--- config.mk ---
export PLATFORM = sky130hd
export DESIGN_NAME = tpp_palette_top
export DESIGN_NICKNAME = d
export VERILOG_FILES = /design/src/tpp_pkg.sv /design/src/tpp_palette_mem.sv /design/src/tpp_pix_div.sv /design/src/tpp_palette_top.sv
export VERILOG_INCLUDE_DIRS = /design/src
export SDC_FILE = /design/constraint.sdc
export NUM_CORES = 1
export LEC_CHECK = 0
export BUFFER_PORTS_ARGS = -buffer_cell sky130_fd_sc_hd__buf_2
export CORE_UTILIZATION = 35
export DETAILED_ROUTE_END_ITERATION = 7
export GPL_TIMING_DRIVEN = 0
export RECOVER_POWER = 25
export SLEW_MARGIN = 5
export SYNTH_ARGS = -nofsm -noshare
export SYNTH_HDL_FRONTEND = slang
export SYNTH_SLANG_ARGS = --single-unit
--- constraint.sdc ---
create_clock -name ref_clk -period 12.2 [get_ports ref_clk]
set_input_delay 2.44 -clock ref_clk [delete_from_list [all_inputs] [get_ports ref_clk]]
set_output_delay 2.44 -clock ref_clk [all_outputs]
set_load 0.03 [all_outputs]
--- src/tpp_consts.svh ---
// register indices, reset values and field positions of the test-pattern palette block
`ifndef TPP_CONSTS_SVH
`define TPP_CONSTS_SVH

// register indices; the bus byte address is four times the index
`define TPP_IDX_PAL_ONE_FIX 6'h10
`define TPP_IDX_PAL_ONE 6'h11
`define TPP_IDX_PAL_TWO 6'h12
`define TPP_IDX_PAL_THREE 6'h13
`define TPP_IDX_PAL_FOUR 6'h14
`define TPP_IDX_PAL_FIVE 6'h15
`define TPP_IDX_PAL_SIX 6'h16
`define TPP_IDX_PAL_SEVEN 6'h17
`define TPP_IDX_PAL_EIGHT 6'h18
`define TPP_IDX_PAL_NINE 6'h19
`define TPP_IDX_PAL_TEN 6'h1A
`define TPP_IDX_PAL_ELEVEN 6'h1B
`define TPP_IDX_PAL_TWELVE 6'h1C
`define TPP_IDX_PAL_THIRTEEN 6'h1D
`define TPP_IDX_PAL_FOURTEEN 6'h1E
`define TPP_IDX_UNUSED_SLOT 6'h1F
`define TPP_IDX_CTRL 6'h20
`define TPP_IDX_STATUS 6'h21

// palette reset values
`define TPP_RST_PAL_ONE_FIX 8'h00
`define TPP_RST_PAL_ONE 8'h33
`define TPP_RST_PAL_TWO 8'hF0
`define TPP_RST_PAL_THREE 8'h7F
`define TPP_RST_PAL_FOUR 8'h55
`define TPP_RST_PAL_FIVE 8'hCC
`define TPP_RST_PAL_SIX 8'h0F
`define TPP_RST_PAL_SEVEN 8'h80
`define TPP_RST_PAL_EIGHT 8'h00
`define TPP_RST_PAL_NINE 8'h00
`define TPP_RST_PAL_TEN 8'h00
`define TPP_RST_PAL_ELEVEN 8'h00
`define TPP_RST_PAL_TWELVE 8'h00
`define TPP_RST_PAL_THIRTEEN 8'h00
`define TPP_RST_PAL_FOURTEEN 8'h00
`define TPP_RST_UNUSED_SLOT 8'h00

// control register: reset value and writable bits
`define TPP_CTRL_RST 32'h00000FE0
`define TPP_CTRL_WMASK 32'h00FFFFF3

// pattern geometry
`define TPP_BAR_LAST 3'h7
`define TPP_FIX_LAST_MAX 4'hE

`endif

--- src/tpp_pkg.sv ---
// types shared by the test-pattern palette block
package tpp_pkg;

    typedef enum logic [1:0] {
        TPP_IDLE,
        TPP_BARS,
        TPP_FIXED
    } tpp_state_type;

    typedef struct packed {
        logic [7:0] rsvd_hi;
        logic [7:0] pix_div;
        logic [7:0] bar_last;
        logic [3:0] fixed_last;
        logic [1:0] rsvd_lo;
        logic mode_fixed;
        logic enable;
    } tpp_ctrl_type;

    typedef struct packed {
        logic [15:0] cycles;
        logic [3:0] fix_idx;
        logic [2:0] bar_idx;
        logic [6:0] rsvd;
        logic fixed_mode;
        logic active;
    } tpp_status_type;

    typedef struct packed {
        logic we;
        logic [5:0] idx;
        logic [31:0] wdata;
        logic [3:0] sel;
    } tpp_wb_req_type;

endpackage

--- src/tpp_palette_mem.sv ---
// sixteen-byte palette store, one write/read port for software and one read port for the generator
`timescale 1ns/1ns
`include "tpp_consts.svh"

module tpp_palette_mem
    import tpp_pkg::*;
(
    input wire logic ref_clk,
    input wire logic rst,
    input wire logic wr_en,
    input wire logic [3:0] wr_addr,
    input wire logic [7:0] wr_data,
    input wire logic [3:0] rd_a_addr,
    output logic [7:0] rd_a_data,
    input wire logic [3:0] rd_b_addr,
    output logic [7:0] rd_b_data
);

    logic [7:0] mem_q [16];
    logic [7:0] mem_d [16];
    logic [7:0] rd_a_d;
    logic [7:0] rd_b_d;

    function automatic logic [7:0] pal_default(input logic [3:0] idx);
        case ({2'h1, idx})
            `TPP_IDX_PAL_ONE_FIX: pal_default = `TPP_RST_PAL_ONE_FIX;
            `TPP_IDX_PAL_ONE: pal_default = `TPP_RST_PAL_ONE;
            `TPP_IDX_PAL_TWO: pal_default = `TPP_RST_PAL_TWO;
            `TPP_IDX_PAL_THREE: pal_default = `TPP_RST_PAL_THREE;
            `TPP_IDX_PAL_FOUR: pal_default = `TPP_RST_PAL_FOUR;
            `TPP_IDX_PAL_FIVE: pal_default = `TPP_RST_PAL_FIVE;
            `TPP_IDX_PAL_SIX: pal_default = `TPP_RST_PAL_SIX;
            `TPP_IDX_PAL_SEVEN: pal_default = `TPP_RST_PAL_SEVEN;
            `TPP_IDX_PAL_EIGHT: pal_default = `TPP_RST_PAL_EIGHT;
            `TPP_IDX_PAL_NINE: pal_default = `TPP_RST_PAL_NINE;
            `TPP_IDX_PAL_TEN: pal_default = `TPP_RST_PAL_TEN;
            `TPP_IDX_PAL_ELEVEN: pal_default = `TPP_RST_PAL_ELEVEN;
            `TPP_IDX_PAL_TWELVE: pal_default = `TPP_RST_PAL_TWELVE;
            `TPP_IDX_PAL_THIRTEEN: pal_default = `TPP_RST_PAL_THIRTEEN;
            `TPP_IDX_PAL_FOURTEEN: pal_default = `TPP_RST_PAL_FOURTEEN;
            default: pal_default = `TPP_RST_UNUSED_SLOT;
        endcase
    endfunction

    always_comb begin
        for (int i = 0; i < 16; i++) begin
            mem_d[i] = (wr_en && wr_addr == 4'(i)) ? wr_data : mem_q[i];
        end
        rd_a_d = mem_q[rd_a_addr];
        rd_b_d = mem_q[rd_b_addr];
    end

    always_ff @(posedge ref_clk or posedge rst) begin
        if (rst) begin
            for (int i = 0; i < 16; i++) begin
                mem_q[i] <= pal_default(4'(i));
            end
            rd_a_data <= 8'h00;
            rd_b_data <= 8'h00;
        end else begin
            mem_q <= mem_d;
            rd_a_data <= rd_a_d;
            rd_b_data <= rd_b_d;
        end
    end

endmodule

--- src/tpp_pix_div.sv ---
// pixel-rate divider: one-cycle enable every (div + 1) clocks
`timescale 1ns/1ns

module tpp_pix_div
    import tpp_pkg::*;
(
    input wire logic ref_clk,
    input wire logic rst,
    input wire logic run,
    input wire logic [7:0] div,
    output logic pix_en
);

    logic [7:0] cnt_q;
    logic [7:0] cnt_d;
    logic pix_en_d;

    always_comb begin
        pix_en_d = 1'b0;
        cnt_d = cnt_q;
        if (!run) begin
            cnt_d = 8'h00;
        end else if (cnt_q >= div) begin
            cnt_d = 8'h00;
            pix_en_d = 1'b1;
        end else begin
            cnt_d = cnt_q + 8'h01;
        end
    end

    always_ff @(posedge ref_clk or posedge rst) begin
        if (rst) begin
            cnt_q <= 8'h00;
            pix_en <= 1'b0;
        end else begin
            cnt_q <= cnt_d;
            pix_en <= pix_en_d;
        end
    end

endmodule

--- src/tpp_palette_top.sv ---
// test-pattern palette registers on classic wishbone, with the bar and fixed-colour byte generator
//
// Contract
// - colour bar four sends palette_byte_four; it resets to 0x55
// - colour bar five sends palette_byte_five; it resets to 0xCC
// - colour bar six sends palette_byte_six; it resets to 0x0F
// - colour bar seven sends palette_byte_seven; it resets to 0x80
// - fixed pattern byte five comes from palette_byte_four
// - fixed pattern byte six comes from palette_byte_five
// - fixed pattern byte seven comes from palette_byte_six
// - fixed pattern byte eight comes from palette_byte_seven
// - palette_byte_eight feeds fixed byte nine only, never a colour bar
// - palette_byte_nine resets to zero, feeds fixed byte ten only
// - palette_byte_ten feeds fixed byte eleven only
// - palette_byte_eleven resets to zero, feeds fixed byte twelve only
// - palette_byte_twelve resets to zero, feeds fixed byte thirteen only
// - palette_byte_thirteen resets to zero, feeds fixed byte fourteen only
// - palette_byte_fourteen resets to zero, feeds fixed byte fifteen only
// - bars one to three and fixed bytes two to four use the preceding registers
`timescale 1ns/1ns
`include "tpp_consts.svh"

module tpp_palette_top
    import tpp_pkg::*;
(
    input wire logic ref_clk,
    input wire logic rst,
    input wire logic wb_cyc,
    input wire logic wb_stb,
    input wire logic wb_we,
    input wire logic [7:0] wb_adr,
    input wire logic [31:0] wb_dat_w,
    input wire logic [3:0] wb_sel,
    output logic [31:0] wb_dat_r,
    output logic wb_ack,
    output logic [7:0] video_byte,
    output logic video_valid,
    output logic video_first,
    output logic pattern_active
);

    // wrap-around increment shared by the pixel, bar and fixed-byte counters
    function automatic logic [7:0] wrap_inc(input logic [7:0] value, input logic [7:0] last);
        if (value >= last) begin
            wrap_inc = 8'h00;
        end else begin
            wrap_inc = value + 8'h01;
        end
    endfunction

    function automatic logic is_palette(input logic [5:0] idx);
        is_palette = (idx >= `TPP_IDX_PAL_ONE_FIX) && (idx <= `TPP_IDX_UNUSED_SLOT);
    endfunction

    // byte-lane merge of a control write; reserved bits always read back as zero
    function automatic logic [31:0] ctrl_merge(input logic [31:0] old, input logic [31:0] wdata,
        input logic [3:0] sel);
        logic [31:0] mask;
        logic [31:0] merged;
        mask = `TPP_CTRL_WMASK;
        merged = old;
        for (int b = 0; b < 4; b++) begin
            if (sel[b]) begin
                merged[8*b +: 8] = wdata[8*b +: 8] & mask[8*b +: 8];
            end
        end
        ctrl_merge = merged;
    endfunction

    // ---------------------------------------------------------------
    // bus slave state
    // ---------------------------------------------------------------
    tpp_wb_req_type req;
    logic pend_q;
    logic pend_d;
    logic ack_d;
    logic [31:0] dat_r_d;
    tpp_ctrl_type ctrl_q;
    tpp_ctrl_type ctrl_d;
    tpp_status_type status;

    // ---------------------------------------------------------------
    // generator state
    // ---------------------------------------------------------------
    tpp_state_type state_q;
    tpp_state_type state_d;
    logic [7:0] pix_cnt_q;
    logic [7:0] pix_cnt_d;
    logic [2:0] bar_idx_q;
    logic [2:0] bar_idx_d;
    logic [3:0] fix_idx_q;
    logic [3:0] fix_idx_d;
    logic [15:0] cycles_q;
    logic [15:0] cycles_d;
    logic issue_q;
    logic issue_d;
    logic issue_first_q;
    logic issue_first_d;
    logic [7:0] video_byte_d;
    logic video_valid_d;
    logic video_first_d;
    logic pattern_active_d;

    logic pix_en;
    logic mem_wr_en;
    logic [7:0] pal_rd_a;
    logic [7:0] pal_rd_b;
    logic [3:0] gen_addr;
    logic [3:0] fix_last;

    // ---------------------------------------------------------------
    // request capture
    // ---------------------------------------------------------------
    // the request is held stable by the master until ack, so it is read directly
    assign req.we = wb_we;
    assign req.idx = wb_adr[7:2];
    assign req.wdata = wb_dat_w;
    assign req.sel = wb_sel;

    // the palette write lands on the same edge that raises ack
    assign mem_wr_en = pend_q && req.we && req.sel[0] && is_palette(req.idx);

    tpp_palette_mem u_mem (
        .ref_clk(ref_clk),
        .rst(rst),
        .wr_en(mem_wr_en),
        .wr_addr(req.idx[3:0]),
        .wr_data(req.wdata[7:0]),
        .rd_a_addr(req.idx[3:0]),
        .rd_a_data(pal_rd_a),
        .rd_b_addr(gen_addr),
        .rd_b_data(pal_rd_b)
    );

    tpp_pix_div u_div (
        .ref_clk(ref_clk),
        .rst(rst),
        .run(ctrl_q.enable),
        .div(ctrl_q.pix_div),
        .pix_en(pix_en)
    );

    assign status.cycles = cycles_q;
    assign status.fix_idx = fix_idx_q;
    assign status.bar_idx = bar_idx_q;
    assign status.rsvd = 7'h00;
    assign status.fixed_mode = (state_q == TPP_FIXED);
    assign status.active = (state_q != TPP_IDLE);

    // ---------------------------------------------------------------
    // wishbone classic slave: two wait states, ack for exactly one cycle
    // ---------------------------------------------------------------
    always_comb begin
        pend_d = wb_cyc && wb_stb && !pend_q && !wb_ack;
        ack_d = pend_q && wb_cyc && wb_stb;
        dat_r_d = wb_dat_r;
        ctrl_d = ctrl_q;
        if (pend_q) begin
            dat_r_d = 32'h00000000;
            if (is_palette(req.idx)) begin
                // a write with byte lane zero selected returns the written byte; any other access returns the stored one
                dat_r_d = {24'h000000, (req.we && req.sel[0]) ? req.wdata[7:0] : pal_rd_a};
            end else if (req.idx == `TPP_IDX_CTRL) begin
                if (req.we) begin
                    ctrl_d = ctrl_merge(ctrl_q, req.wdata, req.sel);
                end
                dat_r_d = ctrl_d;
            end else if (req.idx == `TPP_IDX_STATUS) begin
                dat_r_d = status;
            end
        end
    end

    always_ff @(posedge ref_clk or posedge rst) begin
        if (rst) begin
            pend_q <= 1'b0;
            wb_ack <= 1'b0;
            wb_dat_r <= 32'h00000000;
            ctrl_q <= `TPP_CTRL_RST;
        end else begin
            pend_q <= pend_d;
            wb_ack <= ack_d;
            wb_dat_r <= dat_r_d;
            ctrl_q <= ctrl_d;
        end
    end

    // ---------------------------------------------------------------
    // pattern sequencing
    // ---------------------------------------------------------------
    // a length of sixteen would reach the reserved slot, so it is clamped to fifteen bytes
    assign fix_last = (ctrl_q.fixed_last > `TPP_FIX_LAST_MAX) ? `TPP_FIX_LAST_MAX : ctrl_q.fixed_last;

    // bar n and fixed byte n+1 share palette slot n; slot zero is fixed byte one
    always_comb begin
        case (state_q)
            TPP_BARS: gen_addr = {1'b0, bar_idx_q};
            TPP_FIXED: gen_addr = fix_idx_q;
            default: gen_addr = 4'h0;
        endcase
    end

    always_comb begin
        state_d = state_q;
        pix_cnt_d = pix_cnt_q;
        bar_idx_d = bar_idx_q;
        fix_idx_d = fix_idx_q;
        cycles_d = cycles_q;
        issue_d = 1'b0;
        issue_first_d = 1'b0;
        case (state_q)
            TPP_IDLE: begin
                pix_cnt_d = 8'h00;
                bar_idx_d = 3'h0;
                fix_idx_d = 4'h0;
                if (ctrl_q.enable) begin
                    state_d = ctrl_q.mode_fixed ? TPP_FIXED : TPP_BARS;
                end
            end
            TPP_BARS: begin
                // bar slots stop at seven, so slots eight upward never show up as a bar
                if (!ctrl_q.enable || ctrl_q.mode_fixed) begin
                    state_d = TPP_IDLE;
                end else if (pix_en) begin
                    issue_d = 1'b1;
                    issue_first_d = (bar_idx_q == 3'h0) && (pix_cnt_q == 8'h00);
                    pix_cnt_d = wrap_inc(pix_cnt_q, ctrl_q.bar_last);
                    if (pix_cnt_q >= ctrl_q.bar_last) begin
                        bar_idx_d = 3'(wrap_inc({5'h00, bar_idx_q}, {5'h00, `TPP_BAR_LAST}));
                        if (bar_idx_q == `TPP_BAR_LAST) begin
                            cycles_d = cycles_q + 16'h0001;
                        end
                    end
                end
            end
            TPP_FIXED: begin
                if (!ctrl_q.enable || !ctrl_q.mode_fixed) begin
                    state_d = TPP_IDLE;
                end else if (pix_en) begin
                    issue_d = 1'b1;
                    issue_first_d = (fix_idx_q == 4'h0);
                    // slots eight to fourteen only ever feed the fixed sequence
                    fix_idx_d = 4'(wrap_inc({4'h0, fix_idx_q}, {4'h0, fix_last}));
                    if (fix_idx_q >= fix_last) begin
                        cycles_d = cycles_q + 16'h0001;
                    end
                end
            end
            default: begin
                state_d = TPP_IDLE;
            end
        endcase
    end

    always_ff @(posedge ref_clk or posedge rst) begin
        if (rst) begin
            state_q <= TPP_IDLE;
            pix_cnt_q <= 8'h00;
            bar_idx_q <= 3'h0;
            fix_idx_q <= 4'h0;
            cycles_q <= 16'h0000;
            issue_q <= 1'b0;
            issue_first_q <= 1'b0;
        end else begin
            state_q <= state_d;
            pix_cnt_q <= pix_cnt_d;
            bar_idx_q <= bar_idx_d;
            fix_idx_q <= fix_idx_d;
            cycles_q <= cycles_d;
            issue_q <= issue_d;
            issue_first_q <= issue_first_d;
        end
    end

    // ---------------------------------------------------------------
    // video output stage
    // ---------------------------------------------------------------
    // the palette read port registers on the issuing edge, so its data is ready one cycle later;
    // a palette write takes effect on the next byte issued, never in the middle of one
    always_comb begin
        video_byte_d = video_byte;
        video_valid_d = 1'b0;
        video_first_d = 1'b0;
        pattern_active_d = (state_d != TPP_IDLE);
        if (issue_q && state_q != TPP_IDLE) begin
            video_byte_d = pal_rd_b;
            video_valid_d = 1'b1;
            video_first_d = issue_first_q;
        end
    end

    always_ff @(posedge ref_clk or posedge rst) begin
        if (rst) begin
            video_byte <= 8'h00;
            video_valid <= 1'b0;
            video_first <= 1'b0;
            pattern_active <= 1'b0;
        end else begin
            video_byte <= video_byte_d;
            video_valid <= video_valid_d;
            video_first <= video_first_d;
            pattern_active <= pattern_active_d;
        end
    end

endmodule

==> impl_metrics.tcl <==
set metrics [dict create \
    status "finished with violations" \
    violations "capacitance limit, slew limit" \
    routedWlPerCell_um 21.13 \
    grt_max_degree 96 \
    insertion_delay_ns 0.57 \
    first_pass_iters 5 \
    finalNetCount 1329 \
    slew-limit-headroom_pct -133.4 \
    port_buffers 77 \
    critPathRequiredTime_ns 12.86 \
    viasPerCell 5.493 \
    crit_path_start_kind "input port" \
    syn_area_per_cell_um2 11.97 \
    crit_type "input port to asynchronous set/reset pin" \
    cts_root_buf "clkbuf_16" \
    die_w_um 199.1 \
    critical_path.max_fanout 95 \
    track_usage_pct 19.34 \
    fin_skew_ns 0.008533 \
    worst_path_largest_cell_delay_ns 1.92 \
    tightest_slew_ns 3.483 \
    period_share_pct 39.11 \
    period_minus_slack_ns 4.771 \
    numCtsBuffers 30 \
    ys_types 64 \
    cts_tree "done" \
    diodes 0 \
    globalplace.congestion 0.8541 \
    rsz0062_at_grt "false" \
    slowest_stage "clkinvlp_2" \
    peakVddDrop_mv 0.1362 \
    synth_fp_nets 1218 \
    ys_ff_latch 265 \
    area_growth_pct 16.00 \
    place_hpwl_um 26880 \
    yosys_warnings 0 \
    wirelength_um 37660 \
    path_cells "clkbuf_1, clkinvlp_2, buf_16, buf_16" \
    path_clk_slew_ns 0.06 \
    ctsResizeCount 0 \
    placeableCoreArea_um2 37930 \
    max_freq_ghz 0.2096 \
    grt-ovfl-total 0 \
    power.density_nw_per_um2 139.0 \
    place_inst 1726 \
    cp-end-kind "asynchronous set/reset pin" \
    row_count 71 \
    crit_top_cell "buf_16" \
    drt_iter0_markers 640 \
    synth.area.top_cells "dfrtp_1 42%, mux2_2 12%, dfstp_2 6.8%, mux4_2 6.6%, ha_1 3.0%" \
    yosysTopAreaCellShare_pct 42.34 \
    ys.flop_type "dfrtp_1" \
    finalNonFillerCells 1782 \
    synth_common_cells "230 x dfrtp_1, 144 x mux2_2, 59 x nand2_1" \
    drive_gt1_share_pct 30.37 \
    setup_viol 0 \
    setup_ws_ns 7.429 \
    cts_buffer_depth 3 \
    io_pins 93 \
    async_flop_share_pct 100.0 \
    die-area_um2 39630 \
    antenna_found_initial 0 \
    chipHeight_um 199.1 \
    htreeDepth 1 \
    cts_setup_buffers 0 \
    holdBufCountCts 0 \
    grt_pass1_vias 9972 \
    via_count 9788 \
    clock-sinks 265 \
    maxCapViolCount 1 \
    grt_pass1_wl_um 58610 \
    initial_core_util_pct 35.83 \
    synth_cells 1136 \
    hold_viol_final 0 \
    route.detailed.drc 0 \
    synth_area_um2 13590 \
    tns_ns 0 \
    cellLeakagePower_nw 7.155 \
    dpl_worst_slack_ns 7.291 \
    slew_violations 78 \
    drtAntennaViolNets 0 \
    worstPathArrival_ns 5.43 \
    synth_top_area_cell "dfrtp_1" \
    synth-edff-count 0 \
    yosysMostFrequentCell "dfrtp_1" \
    worstHoldPathType "flop to flop" \
    yosysSeqAreaShare_pct 49.11 \
]
[critical path, delay by kind of cell]
kind	cells	cell delay, ns
buffers and inverters	4	2.83
[path summary, 6_finish.rpt]
check	endpoint	slack [ns]	from	cells after the start
setup / recovery	u_mem.mem_q[87]	7.43	rst	4
hold / removal	pend_q	0.43	wb_ack	1
setup reg to reg	cycles_q[10]	8.91	pix_cnt_q[4]	8
hold reg to reg	pend_q	0.43	wb_ack	1
max in group ref_clk	u_mem.rd_a_data[1]	7.84	wb_adr[3]	5
min in group asynchronous	wb_dat_r[15]	2.88	rst	2
[registers in the layout (all words and copies together), names as in the netlist, 2 cells and up]
signal	flops
bar_idx_q	3
pix_cnt_q	8
cycles_q	16
u_mem.mem_q	128
state_q	2
u_mem.rd_b_data	8
u_mem.rd_a_data	8
wb_dat_r	32
video_byte	8
ctrl_q	32
u_div.cnt_q	8
fix_idx_q	4
[kinds of logic (layout without fill, tap and decap cells)]
kind of cell | after synthesis | in the layout | synth area share [%]
and+or+nand+nor | 275 | 275 | 11.33
DFF | 265 | 265 | 49.11
muxes | 231 | 231 | 22.15
AOI/OAI and AO/OA | 208 | 208 | 9.950
buffers and inverters | 103 | 238 | 3.074
adders and majority gates | 33 | 33 | 3.038
xor gates and xnor gates | 21 | 21 | 1.353
[routing by layer]
layer | part of all wire [%] | GRT usage, % | up-vias
li1 | - | - | 4405
met1 | 44 | 26.69 | 4990
met2 | 47 | 30.89 | 322
met3 | 6.4 | 3.460 | 71
met4 | 2.9 | 5.755 | 0
met5 | 0 | 0 | -
[placed cells by master, fill, tap and decap left out, drive strengths merged, types with 10 or more instances in the layout]
master,instances
a21oi,58
and2,18
and3,14
buf,104
clkbuf,83
dfrtp,230
dfstp,35
ha,33
inv,35
mux2,158
mux2i,33
mux4,40
nand2,59
nand2b,10
nand3,40
nand3b,35
nor2,43
nor3,21
o21ai,49
o22ai,34
o2bb2ai,27
xnor2,16
[report_power, final]
part | leakage (nW) | total (mW) | switching (mW) | internal [mW]
combinational | 3.05 | 0.249 | 0.173 | 0.0758
clock | 0.547 | 1.01 | 0.381 | 0.630
sequential | 3.56 | 0.932 | 0.0244 | 0.907
[area by class of cell]
type,count,area [um2]
Buffer,68,286.5
Clock buffer,40,839.6
Clock inverter,16,261.5
Fill cell,3582,22170
Inverter,35,132.6
Multi-Input combinational cell,768,6494
Sequential cell,265,6675
Tap cell,511,639.4
Timing Repair Buffer,79,439.2
[metrics by stage]
stage	area (um2)	util [%]	power (mW)	hold slack, ns
after floorplan	13590	-	1.104	0.4277
after global placement	14620	38.54	1.187	0.4126
after detailed placement	14680	38.70	1.195	0.4224
after CTS	15780	41.60	2.210	0.4353
after global routing	15770	41.57	2.278	0.4511
final	15770	41.57	2.192	0.4294
Power figures use the tool's default switching activity.
